<file path="config.mk">
export PLATFORM = sky130hd
export DESIGN_NAME = src_top
export DESIGN_NICKNAME = d
export VERILOG_FILES = /design/src/rtl/src_pkg.sv /design/src/rtl/src_hold_if.sv /design/src/rtl/src_hold_timer.sv /design/src/rtl/src_top.sv
export SDC_FILE = /design/constraint.sdc
export NUM_CORES = 1
export LEC_CHECK = 0
export ABC_AREA = 0
export BUFFER_PORTS_ARGS = -buffer_cell sky130_fd_sc_hd__buf_4
export CORE_UTILIZATION = 56
export CTS_CLUSTER_DIAMETER = 150
export DETAILED_ROUTE_END_ITERATION = 12
export HOLD_SLACK_MARGIN = 0.15
export PLACE_DENSITY = 0.81
export SYNTH_ARGS = -nofsm -noshare
export SYNTH_HDL_FRONTEND = slang
export SYNTH_HIERARCHICAL = 1
export SYNTH_SLANG_ARGS = --single-unit
</file>
<file path="constraint.sdc">
create_clock -name clk -period 2.2 [get_ports clk]
set_input_delay 0.11 -clock clk [delete_from_list [all_inputs] [get_ports clk]]
set_output_delay 0.11 -clock clk [all_outputs]
set_load 0.02 [all_outputs]
</file>
<file path="src/rtl/src_pkg.sv">
package src_pkg;
  // ****************************************************************
  // bus geometry
  // ****************************************************************
  localparam int ADDR_W = 12;
  localparam int DATA_W = 32;
  localparam logic [11:0] SOFTWARE_RESET_CONTROL_OFFSET = 12'h1F8;
  localparam logic [11:0] CORE_STATUS_OFFSET = 12'h1FC;
  localparam logic [31:0] SOFTWARE_RESET_CONTROL_RESET = 32'h00000000;
  localparam logic [31:0] UNMAPPED_READ_VALUE = 32'h00000000;

  // ****************************************************************
  // field positions
  // ****************************************************************
  localparam int DIGITAL_RESET_POS = 0;
  localparam int FIRST_PORT_PHY_RESET_POS = 1;
  localparam int SECOND_PORT_PHY_RESET_POS = 2;
  localparam int VIRTUAL_PHY_RESET_POS = 3;
  localparam int READY_POS = 0;
  localparam int SOFT_RESET_IMMUNE_TYPE_POS = 1;

  // ****************************************************************
  // timing
  // ****************************************************************
  localparam int CLK_HZ = 40000000;
  localparam int PHY_HOLD_NS = 102000;
  localparam int PHY_HOLD_CYCLES = (PHY_HOLD_NS * 40 + 999) / 1000;
  localparam int VPHY_HOLD_CYCLES = 4;
  localparam int CORE_HOLD_CYCLES = 16;
  localparam int CNT_W = 13;
  localparam logic [CNT_W-1:0] CNT_ZERO = 13'h0000;
  localparam logic [CNT_W-1:0] CNT_ONE = 13'h0001;

  typedef enum logic [1:0] {
    SRC_IDLE = 2'b00,
    SRC_HOLD = 2'b01,
    SRC_DONE = 2'b10
  } src_hold_state_t;
endpackage

</file>
<file path="src/rtl/src_hold_if.sv">
`timescale 1ns/100ps
interface src_hold_if;
  logic start;
  logic [src_pkg::CNT_W-1:0] cycles;
  logic active;
  modport ctrl (output start, output cycles, input active);
  modport timer (input start, input cycles, output active);
endinterface

</file>
<file path="src/rtl/src_hold_timer.sv">
`timescale 1ns/100ps
module src_hold_timer (
  input wire clk,
  input wire nrst,
  src_hold_if.timer hold
);
  import src_pkg::*;

  src_hold_state_t state;
  src_hold_state_t next_state;
  logic [CNT_W-1:0] count;
  logic [CNT_W-1:0] next_count;

  // counter loaded on set, clocked from core clock
  always_comb begin
    next_state = state;
    next_count = count;
    unique case (state)
      SRC_IDLE: begin
        if (hold.start) begin
          next_state = SRC_HOLD;
          next_count = hold.cycles;
        end
      end
      SRC_HOLD: begin
        if (count <= CNT_ONE) begin
          next_state = SRC_DONE;
          next_count = CNT_ZERO;
        end else begin
          next_count = count - CNT_ONE;
        end
      end
      SRC_DONE: begin
        next_state = SRC_IDLE;
      end
      default: begin
        next_state = SRC_IDLE;
        next_count = CNT_ZERO;
      end
    endcase
  end

  always_ff @(posedge clk or negedge nrst) begin
    if (!nrst) begin
      state <= SRC_IDLE;
      count <= CNT_ZERO;
    end else begin
      state <= next_state;
      count <= next_count;
    end
  end

  assign hold.active = (state == SRC_HOLD) || hold.start;
endmodule

</file>
<file path="src/rtl/src_top.sv">
// Implementation choice: the Avalon-MM register port.
`timescale 1ns/100ps
// Overview of operation
// bit 3 resets virtual phy, self-clears when it leaves reset
// bit 2 resets second phy at least 102us, then self-clears
// bit 1 resets first phy at least 102us, then self-clears
// writes to a set self-clearing bit are ignored
// bit 0 resets whole core except pll and the three phys
// after core reset the loader reloads eeprom, phys untouched
// core reset returns csrs to defaults except immune bits
// core reset aborts any eeprom command in progress
// bit 0 self-clears on release; host polls it
// host reads device once before trusting its writes
// reset control register answers reads during reset and not ready
// eeprom loader cannot write the reset control bits
// other resources refuse reads and writes while not ready; here only status writes are refused, reads are always answered
// phy hold time counted on core clock, loaded on set
// bits 31 to 4 read zero, writes ignored
module src_top (
  input wire clk,
  input wire nrst,
  input wire [src_pkg::ADDR_W-1:0] avs_address,
  input wire avs_read,
  input wire avs_write,
  input wire [src_pkg::DATA_W-1:0] avs_writedata,
  input wire [3:0] avs_byteenable,
  output logic [src_pkg::DATA_W-1:0] avs_readdata,
  output logic avs_waitrequest,
  input wire loader_done,
  output logic virtual_phy_reset,
  output logic first_port_phy_reset,
  output logic second_port_phy_reset,
  output logic core_reset,
  output logic config_reload,
  output logic eeprom_abort,
  output logic device_ready,
  output logic soft_reset_immune_type
);
  import src_pkg::*;

  // ****************************************************************
  // hold timers
  // ****************************************************************
  src_hold_if h_vphy();
  src_hold_if h_phy1();
  src_hold_if h_phy2();
  src_hold_if h_core();

  src_hold_timer u_vphy (.clk(clk), .nrst(nrst), .hold(h_vphy));
  src_hold_timer u_phy1 (.clk(clk), .nrst(nrst), .hold(h_phy1));
  src_hold_timer u_phy2 (.clk(clk), .nrst(nrst), .hold(h_phy2));
  src_hold_timer u_core (.clk(clk), .nrst(nrst), .hold(h_core));

  // ****************************************************************
  // register state
  // ****************************************************************
  logic virtual_phy_reset_bit;
  logic first_port_phy_reset_bit;
  logic second_port_phy_reset_bit;
  logic digital_reset_bit;
  logic ready;
  logic immune;
  logic read_seen;
  logic ack;
  logic [DATA_W-1:0] rdata;
  logic next_virtual_phy_reset_bit;
  logic next_first_port_phy_reset_bit;
  logic next_second_port_phy_reset_bit;
  logic next_digital_reset_bit;
  logic next_ready;
  logic next_immune;
  logic next_read_seen;
  logic next_ack;
  logic [DATA_W-1:0] next_rdata;
  logic core_was_active;
  logic next_core_was_active;

  logic req;
  logic wr_low;
  logic hit_ctl;
  logic hit_status;
  logic set_vphy;
  logic set_phy1;
  logic set_phy2;
  logic set_core;
  logic core_release;

  assign req = (avs_read || avs_write) && !ack;
  // a write lands only at the edge where the master sees waitrequest low
  assign wr_low = avs_write && ack && avs_byteenable[0];
  assign hit_ctl = (avs_address == SOFTWARE_RESET_CONTROL_OFFSET);
  assign hit_status = (avs_address == CORE_STATUS_OFFSET);

  // only the bus port can write here, the loader has no path
  // host only access
  // ignore while set
  assign set_vphy = wr_low && hit_ctl && !virtual_phy_reset_bit && avs_writedata[VIRTUAL_PHY_RESET_POS];
  assign set_phy1 = wr_low && hit_ctl && !first_port_phy_reset_bit && avs_writedata[FIRST_PORT_PHY_RESET_POS];
  assign set_phy2 = wr_low && hit_ctl && !second_port_phy_reset_bit && avs_writedata[SECOND_PORT_PHY_RESET_POS];
  // core write ignored until a first read
  assign set_core = wr_low && hit_ctl && !digital_reset_bit && avs_writedata[DIGITAL_RESET_POS] && read_seen;

  // load hold counters
  assign h_vphy.start = set_vphy;
  assign h_vphy.cycles = CNT_W'(VPHY_HOLD_CYCLES);
  assign h_phy1.start = set_phy1;
  assign h_phy1.cycles = CNT_W'(PHY_HOLD_CYCLES);
  assign h_phy2.start = set_phy2;
  assign h_phy2.cycles = CNT_W'(PHY_HOLD_CYCLES);
  assign h_core.start = set_core;
  assign h_core.cycles = CNT_W'(CORE_HOLD_CYCLES);

  assign core_release = core_was_active && !h_core.active;

  always_comb begin
    next_virtual_phy_reset_bit = virtual_phy_reset_bit;
    next_first_port_phy_reset_bit = first_port_phy_reset_bit;
    next_second_port_phy_reset_bit = second_port_phy_reset_bit;
    next_digital_reset_bit = digital_reset_bit;
    next_ready = ready;
    next_immune = immune;
    next_read_seen = read_seen;
    next_ack = 1'b0;
    next_rdata = rdata;
    next_core_was_active = h_core.active;

    // vphy self-clear
    if (set_vphy) begin
      next_virtual_phy_reset_bit = 1'b1;
    end else if (!h_vphy.active) begin
      next_virtual_phy_reset_bit = 1'b0;
    end
    // phy1 self-clear
    if (set_phy1) begin
      next_first_port_phy_reset_bit = 1'b1;
    end else if (!h_phy1.active) begin
      next_first_port_phy_reset_bit = 1'b0;
    end
    // phy2 self-clear
    if (set_phy2) begin
      next_second_port_phy_reset_bit = 1'b1;
    end else if (!h_phy2.active) begin
      next_second_port_phy_reset_bit = 1'b0;
    end
    // digital bit self-clear on release
    if (set_core) begin
      next_digital_reset_bit = 1'b1;
      next_ready = 1'b0;
    end else if (core_release) begin
      next_digital_reset_bit = 1'b0;
    end

    // ready returns once the reload completes
    if (!digital_reset_bit && !ready && loader_done && !config_reload) begin
      next_ready = 1'b1;
    end
    // csr defaults on core reset, immune bit kept
    if (set_core) begin
      next_read_seen = 1'b0;
    end

    if (req) begin
      next_ack = 1'b1;
      if (avs_read) begin
        next_read_seen = !set_core;
        // readable in reset
        if (hit_ctl) begin
          next_rdata = UNMAPPED_READ_VALUE;
          // upper bits zero
          next_rdata[VIRTUAL_PHY_RESET_POS] = virtual_phy_reset_bit;
          next_rdata[SECOND_PORT_PHY_RESET_POS] = second_port_phy_reset_bit;
          next_rdata[FIRST_PORT_PHY_RESET_POS] = first_port_phy_reset_bit;
          next_rdata[DIGITAL_RESET_POS] = digital_reset_bit;
        end else if (hit_status) begin
          next_rdata = UNMAPPED_READ_VALUE;
          next_rdata[READY_POS] = ready;
          next_rdata[SOFT_RESET_IMMUNE_TYPE_POS] = immune;
        end else begin
          next_rdata = UNMAPPED_READ_VALUE;
        end
      end
    end
    // status write refused until ready
    if (wr_low && hit_status && ready && read_seen) begin
      next_immune = avs_writedata[SOFT_RESET_IMMUNE_TYPE_POS];
    end
  end

  always_ff @(posedge clk or negedge nrst) begin
    if (!nrst) begin
      virtual_phy_reset_bit <= 1'b0;
      first_port_phy_reset_bit <= 1'b0;
      second_port_phy_reset_bit <= 1'b0;
      digital_reset_bit <= 1'b0;
      ready <= 1'b0;
      immune <= 1'b0;
      read_seen <= 1'b0;
      ack <= 1'b0;
      rdata <= SOFTWARE_RESET_CONTROL_RESET;
      core_was_active <= 1'b0;
    end else begin
      virtual_phy_reset_bit <= next_virtual_phy_reset_bit;
      first_port_phy_reset_bit <= next_first_port_phy_reset_bit;
      second_port_phy_reset_bit <= next_second_port_phy_reset_bit;
      digital_reset_bit <= next_digital_reset_bit;
      ready <= next_ready;
      immune <= next_immune;
      read_seen <= next_read_seen;
      ack <= next_ack;
      rdata <= next_rdata;
      core_was_active <= next_core_was_active;
    end
  end

  // ****************************************************************
  // reload and abort pulses
  // ****************************************************************
  logic reload_q;
  logic next_reload_q;
  logic abort_q;
  logic next_abort_q;

  always_comb begin
    next_reload_q = reload_q;
    // abort eeprom on core reset
    next_abort_q = set_core;
    // reload after core reset
    if (core_release) begin
      next_reload_q = 1'b1;
    end else if (loader_done) begin
      next_reload_q = 1'b0;
    end
  end

  always_ff @(posedge clk or negedge nrst) begin
    if (!nrst) begin
      reload_q <= 1'b0;
      abort_q <= 1'b0;
    end else begin
      reload_q <= next_reload_q;
      abort_q <= next_abort_q;
    end
  end

  // ****************************************************************
  // outputs
  // ****************************************************************
  // core reset spares the phys
  assign core_reset = digital_reset_bit;
  assign virtual_phy_reset = virtual_phy_reset_bit;
  assign first_port_phy_reset = first_port_phy_reset_bit;
  assign second_port_phy_reset = second_port_phy_reset_bit;
  assign config_reload = reload_q;
  assign eeprom_abort = abort_q;
  assign device_ready = ready;
  assign soft_reset_immune_type = immune;
  assign avs_readdata = rdata;
  // answer one cycle after request; holds master until then
  assign avs_waitrequest = (avs_read || avs_write) && !ack;
endmodule

</file>
==> metrics.csv <==
metric,value,unit
fin_nets,691,
ys.flop_type,dfrtp_1,
finClkSkew,0.007078,ns
cts_tree,yes,
clock_latency,0.35,ns
rsz0062_at_grt,no,
hold_path_class,input pin to flop,
cp.buffers_inverters,0,
wirelength,10570,µm
cp_slowest_cell,nor4_1,
muxShareOfSynthArea,2.338,%
wl_per_cell,14.28,µm
synth_edf_count,0,
gp_congestion,0.8317,
cts_root_buf,clkbuf_8,
final-hold-violation-count,0,
status,completed,
synth.most_common_cell,dfrtp_1,
clkTransAtPathRegs,0.08,ns
hpwl,7479,µm
cp_cell_sequence,nor4_1 -> a41o_2 -> a21oi_1 -> o21ai_0 -> o311ai_0,
syn2layout_area_growth,18.92,%
grt_use_total,25.77,%
die_w,94.22,µm
synth_top_family_by_area,simple AND/OR/NAND/NOR gates,
grt_pass1_vias,3916,
antenna_found_initial,0,
placed_area,0.005351,mm²
yosysTopAreaCellShare,39.41,%
synth_area_per_cell,9.301,µm²
setup_violations,0,
dr.first_iter.drc_count,159,
grt_overflow_total,0,
vias_per_cell,5.558,
maxCapViolCount,0,
grt_max_degree,52,
peakVddDrop,0.3946,mV
worst_pin_slew,0.5339,ns
h-tree-depth,3,
ys_top_cells_by_area,"dfrtp_1, buf_4, nor2_1",
relSlewSlack,64.08,%
synth-simple-area-share,23.41,%
synth.distinct_cells,50,
diodes,0,
synth_area,0.004762,mm²
postCtsSetupRepairBufs,0,
route.detailed.drc,0,
clockBufferDepth,2,
cp.arrival,2.26,ns
synth_compound_area_share,22.12,%
fin_crit_sh,93.22,%
cpPeakStageDelay,0.54,ns
async_flop_share,100.0,%
clock.fmax,0.4876,GHz
start_util,57.96,%
firstDrtPassIters,4,
slew_viol_final,0,
drive_gt1_share,15.75,%
dieHeight,94.22,µm
synth-seq-cells,75,
grt_pass1_wl,18150,µm
synth-adder-area-share,2.102,%
postRouteAntennaNets,0,
die-area,0.008876,mm²
num_rows,33,
clock_sinks,75,
hold_slack,0.1891,ns
yosysSeqAreaShare,39.41,%
synth-xor-area-share,2.943,%
post-place-cells,716,
path_max_fanout,17,
synth_top_cell_by_area,dfrtp_1,
critPathTopFamily,compound AO/OA/AOI/OAI gates,
final_area,0.005663,mm²
end_kind,flop,
io_buffers,34,
start_kind,flop,
yosys_warnings,6,
core,0.008217,mm²
finalNonFillerCells,740,
io_pins,94,
power.total,2.757,mW
cp.required,2.41,ns
ys_top_cells_by_count,"dfrtp_1, nor2_1, nand2_1",
period_minus_slack,2.051,ns
p_leak,2.419,nW
power_density,486.9,mW/mm²
synthCells,512,
cts_buffers,9,
worst-setup-path-type,flop to flop,
dr_total_vias,4113,
## cells in the final DEF (no fill, tap or decap), types with 16 or more instances in the layout
master	instances
nor2b_1	17
a221o_1	16
conb_1	80
a21oi_1	28
dfrtp_1	75
buf_4	56
nor2_1	56
nand2_1	41
inv_1	22
nand2b_1	17
o21ai_0	33
## worst paths after layout
kind | startpoint | endpoint | slack [ns] | cells after the start
worst max register to register | u_phy1/count[8] | u_phy1/count[8] | 0.15 | 5
worst min-delay path | avs_read | avs_readdata[0] | 0.19 | 4
worst max-delay path | u_phy1/count[8] | u_phy1/count[8] | 0.15 | 5
worst min register to register | ack | ack | 0.49 | 1
min in group asynchronous | nrst | u_vphy/count[6] | 0.21 | 2
max in group asynchronous | nrst | u_phy2/count[6] | 1.40 | 3
## registers in the layout, summed over array words and instances (netlist names)
signal / cells
ack: 1
avs_readdata: 4
config_reload: 1
core_reset: 1
core_was_active: 1
device_ready: 1
eeprom_abort: 1
first_port_phy_reset: 1
read_seen: 1
second_port_phy_reset: 1
soft_reset_immune_type: 1
u_core/count: 13
u_core/state: 2
u_phy1/count: 13
u_phy1/state: 2
u_phy2/count: 13
u_phy2/state: 2
u_vphy/count: 13
u_vphy/state: 2
virtual_phy_reset: 1
## layer usage
layer	part of all wire (%)	GRT usage [%]
met5	0	0
met4	0.97	6.026
met3	4.2	5.502
met2	50	44.08
met1	44	33.13
## cell families after synthesis
kind of cell,count (synthesis)
simple gates,191
xor+xnor,16
fa+ha+maj,8
mux,11
compound gates,151
flops,75
other cells,2
buf+inv,58
## area by class of cell
type / count / area (µm²)
clock buffers: 9 / 123.9
clock inverters: 7 / 101.3
fillers: 662 / 2554
inverters: 22 / 82.58
multi-input cells: 457 / 2826
flip-flops and latches: 75 / 1877
well taps: 105 / 131.4
repair buffers: 65 / 520.5
## power breakdown
group	total (mW)	switching [mW]	internal, mW
logic	0.174	0.116	0.0577
clock network	1.20	0.552	0.646
registers	1.39	0.00454	1.38
total	2.76	0.672	2.08
## repair_timing
action                                 4_1_cts  5_1_grt
endpoints found under the hold margin       82        0
resized for setup                            0        1
setup endpoints to repair                    0        1
hold buffers                                 8        0
## worst min-delay path, cell delays in order
cell and delay [ns]:
buf_4 0.10, nand2b_1 0.13, nand2_1 0.10, o31ai_1 0.05
## stage by stage
step                      worst slack, ns  utilization [%]  setup TNS (ns)
after floorplan                    0.1247                -               0
after global routing              0.04182            68.92               0
final                              0.1493            68.92               0
after CTS                          0.1036            68.84               0
after global placement           -0.02000            65.13        -0.03099
after detailed placement          -0.1037            65.13         -0.4693
No activity file was read; power rests on OpenSTA's default activity.
